## config.mk

```make
export PLATFORM = sky130hd
export DESIGN_NAME = lcr_lid_recal_ctrl
export DESIGN_NICKNAME = d
export VERILOG_FILES = /design/src/rtl/lcr_pkg.sv /design/src/rtl/lcr_lid_recal_ctrl.sv /design/src/rtl/lcr_lid_queue.sv /design/src/rtl/lcr_neg_run.sv
export VERILOG_INCLUDE_DIRS = /design/src /design/src/rtl
export SDC_FILE = /design/constraint.sdc
export NUM_CORES = 1
export LEC_CHECK = 0
export BUFFER_PORTS_ARGS = -buffer_cell sky130_fd_sc_hd__buf_4
export CORE_UTILIZATION = 45
export DETAILED_ROUTE_END_ITERATION = 10
export HOLD_SLACK_MARGIN = 0.15
export PLACE_DENSITY = 0.74
export RECOVER_POWER = 100
export SYNTH_ARGS = -nofsm -noshare
export SYNTH_HDL_FRONTEND = slang
export SYNTH_SLANG_ARGS = --single-unit
export TNS_END_PERCENT = 20
```

## constraint.sdc

```tcl
create_clock -name i_clk -period 4.31 [get_ports i_clk]
set_input_delay 0.862 -clock i_clk [delete_from_list [all_inputs] [get_ports i_clk]]
set_output_delay 0.862 -clock i_clk [all_outputs]
set_load 0.005 [all_outputs]
```

## src/rtl/lcr_cfg.svh

```systemverilog
// Register offsets, field positions, reset values and counts of the lid and recalibration control
`ifndef LCR_CFG_SVH
`define LCR_CFG_SVH
// ----------------------------------------
// Register offsets
// ----------------------------------------
`define LCR_ADDR_LID_CFG   8'h2b
`define LCR_ADDR_QUEUE     8'h2c
`define LCR_ADDR_PAT_LO    8'h2d
`define LCR_ADDR_PAT_GR    8'h2e
`define LCR_ADDR_RECAL     8'h2f
`define LCR_ADDR_THR_FIRST 8'h30
`define LCR_ADDR_THR_GROUP 8'h37
// ----------------------------------------
// Reset values
// ----------------------------------------
`define LCR_RST_LID_CFG    8'h00
`define LCR_RST_QUEUE      3'h2
`define LCR_RST_PAT        7'h7f
`define LCR_RST_RECAL      8'h93
// ----------------------------------------
// Field positions
// ----------------------------------------
`define LCR_LID_EN_BIT     7
`define LCR_CMP_SEL_BIT    1
`define LCR_ALERT_EN_BIT   0
`define LCR_BTN_BCAST_BIT  7
`define LCR_GRP_BCAST_BIT  6
`define LCR_NEG_MSB        4
`define LCR_NEG_LSB        3
`define LCR_CAL_MSB        2
`define LCR_CAL_LSB        0
// ----------------------------------------
// Counts, in samples or polling cycles
// ----------------------------------------
`define LCR_NEG_RUN_8      6'h08
`define LCR_NEG_RUN_16     6'h10
`define LCR_NEG_RUN_32     6'h20
`define LCR_SMP_16         9'h010
`define LCR_SMP_32         9'h020
`define LCR_SMP_64         9'h040
`define LCR_SMP_256        9'h100
`define LCR_UPD_16         13'h0010
`define LCR_UPD_32         13'h0020
`define LCR_UPD_64         13'h0040
`define LCR_UPD_256        13'h0100
`define LCR_UPD_1024       13'h0400
`define LCR_UPD_2048       13'h0800
`define LCR_UPD_4096       13'h1000
`define LCR_UPD_7936       7936
`endif

```

## src/rtl/lcr_pkg.sv

```systemverilog
// Types shared by the lid closure and recalibration control
package lcr_pkg;
  localparam int LCR_NSENS = 14;
  typedef logic [LCR_NSENS-1:0] lcr_sens_t;
  typedef enum logic [1:0] {
    LCR_NEG_8   = 2'b00,
    LCR_NEG_16  = 2'b01,
    LCR_NEG_32  = 2'b10,
    LCR_NEG_OFF = 2'b11
  } lcr_neg_t;
  typedef enum logic {
    LCR_CMP_COUNT    = 1'b0,
    LCR_CMP_SPECIFIC = 1'b1
  } lcr_cmp_t;
endpackage

```

## src/rtl/lcr_lid_recal_ctrl.sv

```systemverilog
// Lid closure detection, threshold broadcast and recalibration timing control
`timescale 1ns/1ps
`include "lcr_cfg.svh"
// Contract
// Status sets after 1..7 consecutive samples above threshold
// Queue depth code zero means one sample
// Independent queue per sensor, sets and clears
// Patterns used only while lid detection enabled
// Config bit 1 picks specific or count
// Specific mode: all pattern bits present in status
// Count mode: sensors 1-7 count meets pattern
// Count mode: grouped sensors count meets pattern
// Count mode: total count meets total; any suffices
// Both patterns zero disables and clears event
// Event reported as group status lid bit
// Patterns one bit per sensor, reset 7Fh
// Button broadcast copies sensor one threshold 2-7
// Group broadcast copies sensor one threshold to group
// Negative delta run 8/16/32 or off triggers recal
// Recal samples 16/32/64 else 256
// Update interval table, default code 011
// Recal settings shared by every sensor channel
// Status only set when output exceeds lid threshold
// Lid enable bit 7 gates evaluation, resets off
// Alert on event only when alert enable set
module lcr_lid_recal_ctrl
  import lcr_pkg::*;
#(
  parameter int unsigned P_UPD_LONG = `LCR_UPD_7936
) (
  input  wire logic              i_clk,
  input  wire logic              i_srst,
  input  wire logic              i_reg_wr,
  input  wire logic [7:0]        i_reg_addr,
  input  wire logic [7:0]        i_reg_wdata,
  output logic [7:0]             o_reg_rdata,
  input  wire logic              i_poll,
  input  wire lcr_pkg::lcr_sens_t i_lid_above,
  input  wire lcr_pkg::lcr_sens_t i_neg_delta,
  output lcr_pkg::lcr_sens_t     o_lid_status,
  output logic                   o_lid_event,
  output logic                   o_lid_alert,
  output lcr_pkg::lcr_sens_t     o_recal_trig,
  output logic                   o_base_update,
  output logic [8:0]             o_recal_samples,
  output logic [7:0]             o_thr_wr,
  output logic [6:0]             o_thr_data
);
  import lcr_pkg::*;

  // ----------------------------------------
  // Elaboration checks
  // ----------------------------------------
  // Interval counter is 13 bits wide
  if (P_UPD_LONG < 1 || P_UPD_LONG > 8191) begin : g_bad_upd
    $error("P_UPD_LONG out of range");
  end

  // ----------------------------------------
  // Register file
  // ----------------------------------------
  logic [7:0] lid_cfg_ff, nxt_lid_cfg;
  logic [2:0] queue_ff, nxt_queue;
  logic [6:0] pat_lo_ff, nxt_pat_lo;
  logic [6:0] pat_gr_ff, nxt_pat_gr;
  logic [7:0] recal_ff, nxt_recal;
  logic [7:0] rdata_ff, nxt_rdata;

  // Writes at the fixed offsets; reserved bits are dropped
  always_comb begin
    nxt_lid_cfg = lid_cfg_ff;
    nxt_queue   = queue_ff;
    nxt_pat_lo  = pat_lo_ff;
    nxt_pat_gr  = pat_gr_ff;
    nxt_recal   = recal_ff;
    if (i_reg_wr) begin
      case (i_reg_addr)
        `LCR_ADDR_LID_CFG: nxt_lid_cfg = i_reg_wdata & 8'h83;
        `LCR_ADDR_QUEUE:   nxt_queue   = i_reg_wdata[2:0];
        `LCR_ADDR_PAT_LO:  nxt_pat_lo  = i_reg_wdata[6:0];
        `LCR_ADDR_PAT_GR:  nxt_pat_gr  = i_reg_wdata[6:0];
        `LCR_ADDR_RECAL:   nxt_recal   = i_reg_wdata & 8'hdf;
        default:           nxt_recal   = recal_ff;
      endcase
    end
  end

  // Read data registered; unmapped offsets return zero
  always_comb begin
    case (i_reg_addr)
      `LCR_ADDR_LID_CFG: nxt_rdata = lid_cfg_ff;
      `LCR_ADDR_QUEUE:   nxt_rdata = {5'h00, queue_ff};
      `LCR_ADDR_PAT_LO:  nxt_rdata = {1'b0, pat_lo_ff};
      `LCR_ADDR_PAT_GR:  nxt_rdata = {1'b0, pat_gr_ff};
      `LCR_ADDR_RECAL:   nxt_rdata = recal_ff;
      default:           nxt_rdata = 8'h00;
    endcase
  end

  always_ff @(posedge i_clk) begin
    if (i_srst) begin
      lid_cfg_ff <= `LCR_RST_LID_CFG;
      queue_ff   <= `LCR_RST_QUEUE;
      pat_lo_ff  <= `LCR_RST_PAT;
      pat_gr_ff  <= `LCR_RST_PAT;
      recal_ff   <= `LCR_RST_RECAL;
      rdata_ff   <= 8'h00;
    end else begin
      lid_cfg_ff <= nxt_lid_cfg;
      queue_ff   <= nxt_queue;
      pat_lo_ff  <= nxt_pat_lo;
      pat_gr_ff  <= nxt_pat_gr;
      recal_ff   <= nxt_recal;
      rdata_ff   <= nxt_rdata;
    end
  end

  assign o_reg_rdata = rdata_ff;

  // ----------------------------------------
  // Field views
  // ----------------------------------------
  logic     lid_en, alert_en, btn_bcast, grp_bcast;
  lcr_cmp_t cmp_sel;
  lcr_neg_t neg_limit;
  logic [2:0] cal_code;
  logic [3:0] depth_need;

  assign lid_en    = lid_cfg_ff[`LCR_LID_EN_BIT];
  assign alert_en  = lid_cfg_ff[`LCR_ALERT_EN_BIT];
  assign cmp_sel   = lcr_cmp_t'(lid_cfg_ff[`LCR_CMP_SEL_BIT]);
  assign btn_bcast = recal_ff[`LCR_BTN_BCAST_BIT];
  assign grp_bcast = recal_ff[`LCR_GRP_BCAST_BIT];
  assign neg_limit = lcr_neg_t'(recal_ff[`LCR_NEG_MSB:`LCR_NEG_LSB]);
  assign cal_code  = recal_ff[`LCR_CAL_MSB:`LCR_CAL_LSB];
  // Code zero is taken as a depth of one, the same as code one
  assign depth_need = (queue_ff == 3'h0) ? 4'd1 : {1'b0, queue_ff};

  // ----------------------------------------
  // Per-sensor filters and recalibration triggers
  // ----------------------------------------
  // One filter and one run counter per sensor, all sharing the same settings
  for (genvar g = 0; g < LCR_NSENS; g++) begin : g_sens
    lcr_lid_queue u_queue (
      .i_clk    (i_clk),
      .i_srst   (i_srst),
      .i_sample (i_poll),
      .i_above  (i_lid_above[g]),
      .i_need   (depth_need),
      .o_status (o_lid_status[g])
    );
    lcr_neg_run u_neg (
      .i_clk    (i_clk),
      .i_srst   (i_srst),
      .i_sample (i_poll),
      .i_neg    (i_neg_delta[g]),
      .i_limit  (neg_limit),
      .o_trig   (o_recal_trig[g])
    );
  end

  // ----------------------------------------
  // Lid closure event
  // ----------------------------------------
  function automatic logic [2:0] pop7(input logic [6:0] v);
    logic [2:0] s;
    s = 3'd0;
    for (int i = 0; i < 7; i++) begin
      s = 3'(s + {2'b00, v[i]});
    end
    return s;
  endfunction

  logic [6:0] st_lo, st_gr;
  logic [2:0] pc_st_lo, pc_st_gr, pc_pat_lo, pc_pat_gr;
  logic [3:0] pc_st_tot, pc_pat_tot;
  logic       spec_hit, cnt_hit, both_zero;
  logic       event_ff, nxt_event, alert_ff, nxt_alert;

  assign st_lo      = o_lid_status[6:0];
  assign st_gr      = o_lid_status[13:7];
  assign pc_st_lo   = pop7(st_lo);
  assign pc_st_gr   = pop7(st_gr);
  assign pc_pat_lo  = pop7(pat_lo_ff);
  assign pc_pat_gr  = pop7(pat_gr_ff);
  assign pc_st_tot  = {1'b0, pc_st_lo} + {1'b0, pc_st_gr};
  assign pc_pat_tot = {1'b0, pc_pat_lo} + {1'b0, pc_pat_gr};
  assign both_zero  = (pat_lo_ff == 7'h00) && (pat_gr_ff == 7'h00);

  // Specific match: every masked sensor must be flagged
  assign spec_hit = ((st_lo & pat_lo_ff) == pat_lo_ff) && ((st_gr & pat_gr_ff) == pat_gr_ff);

  // Count match: any of the three comparisons is enough
  assign cnt_hit = (pc_st_lo >= pc_pat_lo)
                || (pc_st_gr >= pc_pat_gr)
                || (pc_st_tot >= pc_pat_tot);

  // Evaluation gated by enable; empty patterns act as disabled
  always_comb begin
    nxt_event = 1'b0;
    if (lid_en && !both_zero) begin
      nxt_event = (cmp_sel == LCR_CMP_SPECIFIC) ? spec_hit : cnt_hit;
    end
    nxt_alert = nxt_event && alert_en;
  end

  // Event is a level that follows the status one cycle later; nothing latches it for the host
  always_ff @(posedge i_clk) begin
    if (i_srst) begin
      event_ff <= 1'b0;
      alert_ff <= 1'b0;
    end else begin
      event_ff <= nxt_event;
      alert_ff <= nxt_alert;
    end
  end

  assign o_lid_event = event_ff;
  assign o_lid_alert = alert_ff;

  // ----------------------------------------
  // Threshold write strobes and broadcast
  // ----------------------------------------
  logic [7:0] thr_wr_ff, nxt_thr_wr;
  logic [6:0] thr_data_ff, nxt_thr_data;

  // Index 0..6 are sensors 1..7, index 7 is the group threshold
  always_comb begin
    nxt_thr_wr   = 8'h00;
    nxt_thr_data = thr_data_ff;
    if (i_reg_wr && i_reg_addr >= `LCR_ADDR_THR_FIRST && i_reg_addr <= `LCR_ADDR_THR_GROUP) begin
      nxt_thr_data = i_reg_wdata[6:0];
      nxt_thr_wr[3'(i_reg_addr - `LCR_ADDR_THR_FIRST)] = 1'b1;
      if (i_reg_addr == `LCR_ADDR_THR_FIRST) begin
        if (btn_bcast) begin
          nxt_thr_wr[6:1] = 6'h3f;
        end
        if (grp_bcast) begin
          nxt_thr_wr[7] = 1'b1;
        end
      end
    end
  end

  always_ff @(posedge i_clk) begin
    if (i_srst) begin
      thr_wr_ff   <= 8'h00;
      thr_data_ff <= 7'h00;
    end else begin
      thr_wr_ff   <= nxt_thr_wr;
      thr_data_ff <= nxt_thr_data;
    end
  end

  assign o_thr_wr   = thr_wr_ff;
  assign o_thr_data = thr_data_ff;

  // ----------------------------------------
  // Base count update interval and sample count
  // ----------------------------------------
  logic [12:0] upd_cnt_ff, nxt_upd_cnt, upd_len;
  logic        upd_ff, nxt_upd;
  logic [8:0]  smp_ff, nxt_smp;

  // Interval in polling cycles, one table for all sensors
  always_comb begin
    case (cal_code)
      3'h0:    upd_len = `LCR_UPD_16;
      3'h1:    upd_len = `LCR_UPD_32;
      3'h2:    upd_len = `LCR_UPD_64;
      3'h3:    upd_len = `LCR_UPD_256;
      3'h4:    upd_len = `LCR_UPD_1024;
      3'h5:    upd_len = `LCR_UPD_2048;
      3'h6:    upd_len = `LCR_UPD_4096;
      default: upd_len = 13'(P_UPD_LONG);
    endcase
    case (cal_code)
      3'h0:    nxt_smp = `LCR_SMP_16;
      3'h1:    nxt_smp = `LCR_SMP_32;
      3'h2:    nxt_smp = `LCR_SMP_64;
      default: nxt_smp = `LCR_SMP_256;
    endcase
  end

  // Compare with >= so a shorter interval written mid-count ends at once
  always_comb begin
    nxt_upd_cnt = upd_cnt_ff;
    nxt_upd     = 1'b0;
    if (i_poll) begin
      if (13'(upd_cnt_ff + 13'd1) >= upd_len) begin
        nxt_upd_cnt = 13'd0;
        nxt_upd     = 1'b1;
      end else begin
        nxt_upd_cnt = 13'(upd_cnt_ff + 13'd1);
      end
    end
  end

  always_ff @(posedge i_clk) begin
    if (i_srst) begin
      upd_cnt_ff <= 13'd0;
      upd_ff     <= 1'b0;
      smp_ff     <= `LCR_SMP_256;
    end else begin
      upd_cnt_ff <= nxt_upd_cnt;
      upd_ff     <= nxt_upd;
      smp_ff     <= nxt_smp;
    end
  end

  assign o_base_update   = upd_ff;
  assign o_recal_samples = smp_ff;
endmodule

```

## src/rtl/lcr_lid_queue.sv

```systemverilog
// Per-sensor consecutive-sample filter for one lid status bit
`timescale 1ns/1ps
module lcr_lid_queue (
  input  wire logic       i_clk,
  input  wire logic       i_srst,
  input  wire logic       i_sample,
  input  wire logic       i_above,
  input  wire logic [3:0] i_need,
  output logic            o_status
);
  logic       status_ff, nxt_status;
  logic [3:0] run_ff, nxt_run;

  // Count samples that disagree with the bit; flip once the run reaches the depth
  always_comb begin
    nxt_status = status_ff;
    nxt_run    = run_ff;
    if (i_sample) begin
      if (i_above != status_ff) begin
        if (4'(run_ff + 4'd1) >= i_need) begin
          nxt_status = i_above;
          nxt_run    = 4'd0;
        end else begin
          nxt_run = 4'(run_ff + 4'd1);
        end
      end else begin
        nxt_run = 4'd0; // Broken run starts over
      end
    end
  end

  always_ff @(posedge i_clk) begin
    if (i_srst) begin
      status_ff <= 1'b0;
      run_ff    <= 4'd0;
    end else begin
      status_ff <= nxt_status;
      run_ff    <= nxt_run;
    end
  end

  assign o_status = status_ff;
endmodule

```

## src/rtl/lcr_neg_run.sv

```systemverilog
// Per-sensor run counter of consecutive negative deltas that triggers recalibration
`timescale 1ns/1ps
module lcr_neg_run
  import lcr_pkg::*;
(
  input  wire logic             i_clk,
  input  wire logic             i_srst,
  input  wire logic             i_sample,
  input  wire logic             i_neg,
  input  wire lcr_pkg::lcr_neg_t i_limit,
  output logic                  o_trig
);
`include "lcr_cfg.svh"
  logic [5:0] cnt_ff, nxt_cnt, limit;
  logic       trig_ff, nxt_trig;

  // Run length decode; the disabled code decodes to zero and its run is held cleared
  always_comb begin
    case (i_limit)
      LCR_NEG_8:  limit = `LCR_NEG_RUN_8;
      LCR_NEG_16: limit = `LCR_NEG_RUN_16;
      LCR_NEG_32: limit = `LCR_NEG_RUN_32;
      default:    limit = 6'h00;
    endcase
  end

  always_comb begin
    nxt_cnt  = cnt_ff;
    nxt_trig = 1'b0;
    if (i_limit == LCR_NEG_OFF || (i_sample && !i_neg)) begin
      nxt_cnt = 6'h00;
    end else if (i_sample) begin
      if (6'(cnt_ff + 6'h01) >= limit) begin
        nxt_trig = 1'b1;
        nxt_cnt  = 6'h00;
      end else begin
        nxt_cnt = 6'(cnt_ff + 6'h01);
      end
    end
  end

  always_ff @(posedge i_clk) begin
    if (i_srst) begin
      cnt_ff  <= 6'h00;
      trig_ff <= 1'b0;
    end else begin
      cnt_ff  <= nxt_cnt;
      trig_ff <= nxt_trig;
    end
  end

  assign o_trig = trig_ff;
endmodule

```

==> impl_results.md <==
- Status: finished, violations left
- Failing checks: capacitance limit, slew limit
- Routability congestion estimate: between 0.8 and 0.9
- Hold WC Path Type: reg -> reg
- CP top delay family: adder cells
- RSZ-0062 raised after global routing: false
- Max layer used: met4
- Routed vias: between 10,000 and 15,000
- Final hold vios: 0
- Slew HR: -75.7%
- Starting Density: a little under half
- Critical Path Fanout Max: 3
- Post-CTS Setup Repair Bufs: 0
- Tmin final: 4.13 ns
- Simple-Gate Fraction of Synth Area: ~18%
- Setup TNS Final: 0 ns
- Leakage: roughly 6.4 nW
- Standard-cell rows: 63
- Vias in the first global route: 10,803
- Die height: about 180 µm
- Seq/Total Area, Yosys: 35.2%
- Most used cell along the critical path: fa_1
- First-pass GRT wire length: approximately 53,000 µm
- Detailed Routing Iterations Pass 1: 5
- Vias/cell: about 5.6
- Total core area: 29,600 µm²
- CTS tree: yes
- Setup WS pre-CTS: approximately 0.094 ns
- CTS Buf Count: 27
- Routed length on met2: about 16,000 µm
- Synth Area in Adders: 16.6%
- Cell area after synthesis: between 10,000 and 15,000 µm²
- Synth Flop Type: dfxtp_1
- N_diodes: 0
- R2R depth: 16
- Post-CTS sizing: 0
- Fillcell total: ~2,700
- Share of layout cells above drive strength 1: between 10% and 20%
- Final net count: approximately 1,700
- CTS Hold Bufs: 0
- Pwr Density: ~330 nW/µm²
- #FFs+latches synth: 238
- Post-DP HPWL: roughly 22,000 µm
- Fmax: 0.242 GHz
- Slew Viols, Final: between 100 and 150
- CP Launch Type: register
- Worst path arrival time: between 4 and 5 ns
- # setup viols final: 0
- Main combinational cell family by area after synthesis: simple AND/OR/NAND/NOR gates
- Synth Instances: roughly 1,400
- Peak supply drop: 0.298 mV
- Post-Route WL: 31,500 µm
- Global Route Usage Sum: 20.7%
- # port buffers: approximately 110
- Fraction of registers with async set/reset: 0%
- Grt total ovfl: 0
- XOR/XNOR share of the synthesized area: between 7 and 8%
- CP Class: reg -> reg
- Die area: about 30,000 µm²
- Worst-Skew Late Latency: about 0.53 ns
- Post-synth EDFFs: 0
- Clock Skew: approximately 0.0084 ns
- Post-route ant nets: 0
- H-tree levels: 1
- Final WS setup: about 0.18 ns
- CP max-delay cell: fa_1
- Hold Path Cell Cnt: 2
- Least-Margin Pin Slew: 2.63 ns
- Met3 wire length: approximately 1300 µm
- Initial drt markers: roughly 600
- CP Capture Type: register
- Total Power: between 5 and 6 mW
- Compound-cell area share of the yosys netlist: around 16%
- Fin crit share: around 96%
- Largest net degree at the start of global routing: 42
- WP depth: 16
- DRC viols: 0
- Worst path required time: 4.73 ns
- Yosys warns: 0
- Syn avg cell area: 9.35 µm²
- Die W: 175 µm
- CTS Sinks: around 240
- Post-synthesis mux area share: 2.21%
- Area Growth Syn to Fin: 13.3%
- Post-Route M1 WL: 13,500 µm
- Routed wire per std cell: approximately 16 µm
- Layout Utilization: 51.7%
- Initial antenna violation count: 0
- Clock buffer depth: 3
- I/O pin total: 111
- CP bufs+invs: 2
- Netlist cell types: 68
- CTS Root Cell: clkbuf_16
- Slowest stage delay, CP: between 0.5 and 0.6 ns
- Max_cap viols: 3
- Crit path cell chain: fa_1 > inv_1 > fa_1 > fa_1 > inv_1 > fa_2 > ha_1 > a21oi_2 > nor2_1 > nor2_1 > a21oi_1 > ha_1 > a2111oi_1 > and3_1 > a221oi_1 > and2_1
- Worst-path clk slew: about 0.06 ns
-- through the flow --
stage	hold slack [ns]	area, µm²	std cells
4_1_cts	0.466	15400	1916
2_1_floorplan	0.444	13500	1451
5_1_grt	0.493	15300	1916
6_report	0.462	15300	1916
3_5_place_dp	0.458	14500	1867
3_3_place_gp	0.449	14500	1867
-- area by class of cell --
cell class                      instances  area, µm²  area share (%)
Tap cell                              390        488            3.19
Timing Repair Buffer                  124        860            5.61
Inverter                               66        248            1.62
Sequential cell                       238       4760            31.1
Multi-Input combinational cell       1049       8040            52.5
Clock buffer                           37        753            4.92
Clock inverter                         12        169            1.10
-- where the power goes --
| group | internal, mW | switching (mW) |
|---|---|---|
| Combinational | 0.153 | 0.230 |
| Sequential | 2.23 | 0.0395 |
| Clock | 1.46 | 0.924 |
| Total | 3.85 | 1.19 |
-- path summary, 6_finish.rpt --
check | start | end | slack, ns
setup / recovery | g_sens[0].u_queue.o_status | o_lid_alert | 0.18
hold / removal | o_thr_data[4] | o_thr_data[4] | 0.46
setup reg to reg | g_sens[0].u_queue.o_status | o_lid_alert | 0.18
hold reg to reg | o_thr_data[4] | o_thr_data[4] | 0.46
-- layer usage --
layer | vias to the layer above | GRT usage, %
li1 | 5279 | -
met1 | 5188 | 24.9
met2 | 208 | 37.2
met3 | 63 | 3.10
met4 | 0 | 7.32
met5 | - | 0
-- registers in the layout, summed over array words and instances, names as in the netlist, 4 cells and up --
register,flops
g_sens.u_neg.cnt_ff,84
g_sens.u_queue.run_ff,56
g_sens.u_neg.o_trig,14
g_sens.u_queue.o_status,14
upd_cnt_ff,13
o_reg_rdata,8
o_thr_wr,8
o_thr_data,7
pat_gr_ff,7
pat_lo_ff,7
recal_ff,7
o_recal_samples,4
-- worst min-delay path: cells and delay by family, from the launching register on --
family / cells / cell delay [ns]
AOI/OAI and AO/OA: 1 / 0.05
DFF: 1 / 0.31
and+or+nand+nor: 1 / 0.05
-- cell usage in the layout, fill, tap and decap left out, types with 27 or more instances in the layout --
| cell | instances |
|---|---|
| buf_4 | 59 |
| clkbuf_1 | 27 |
| ha_1 | 150 |
| o21ai_0 | 41 |
| nand3_1 | 78 |
| nand2_1 | 124 |
| nand3b_1 | 29 |
| a21oi_1 | 66 |
| xor2_1 | 33 |
| clkbuf_4 | 41 |
| inv_1 | 66 |
| a32o_1 | 70 |
| clkbuf_16 | 27 |
| xnor2_1 | 77 |
| nor2_1 | 73 |
| dfxtp_1 | 238 |
-- cell families (layout without fill, tap and decap cells) --
group / Yosys count / in the layout
multiplexers: 26 / 26
other: 1 / 5
adder cells (fa/ha/maj): 169 / 169
AND/OR/NAND/NOR: 454 / 454
buffers and inverters: 164 / 239
AO/OA/AOI/OAI: 285 / 285
flip-flops: 238 / 238
XOR/XNOR: 110 / 110
-- cells in the mapped netlist (16+ instances only) --
cell type	count	area share, %
and3_1	16	0.74
and2_1	29	1.3
a21oi_1	67	2.5
xnor2_1	77	5.0
fa_1	18	2.7
mux2i_1	22	1.6
buf_4	35	1.9
nor2_1	77	2.1
nor4_1	16	0.74
xor2_1	33	2.1
a32o_1	70	5.2
nand2_1	124	3.4
nand2b_1	22	1.0
a211o_1	16	1.0
nand3b_1	29	1.6
inv_1	66	1.8
nor2b_1	21	0.97
nand3_1	77	2.8
o21ai_0	41	1.5
dfxtp_1	238	35
clkbuf_1	55	1.5
ha_1	150	14
Note: power is estimated with default switching activity, not from simulation.
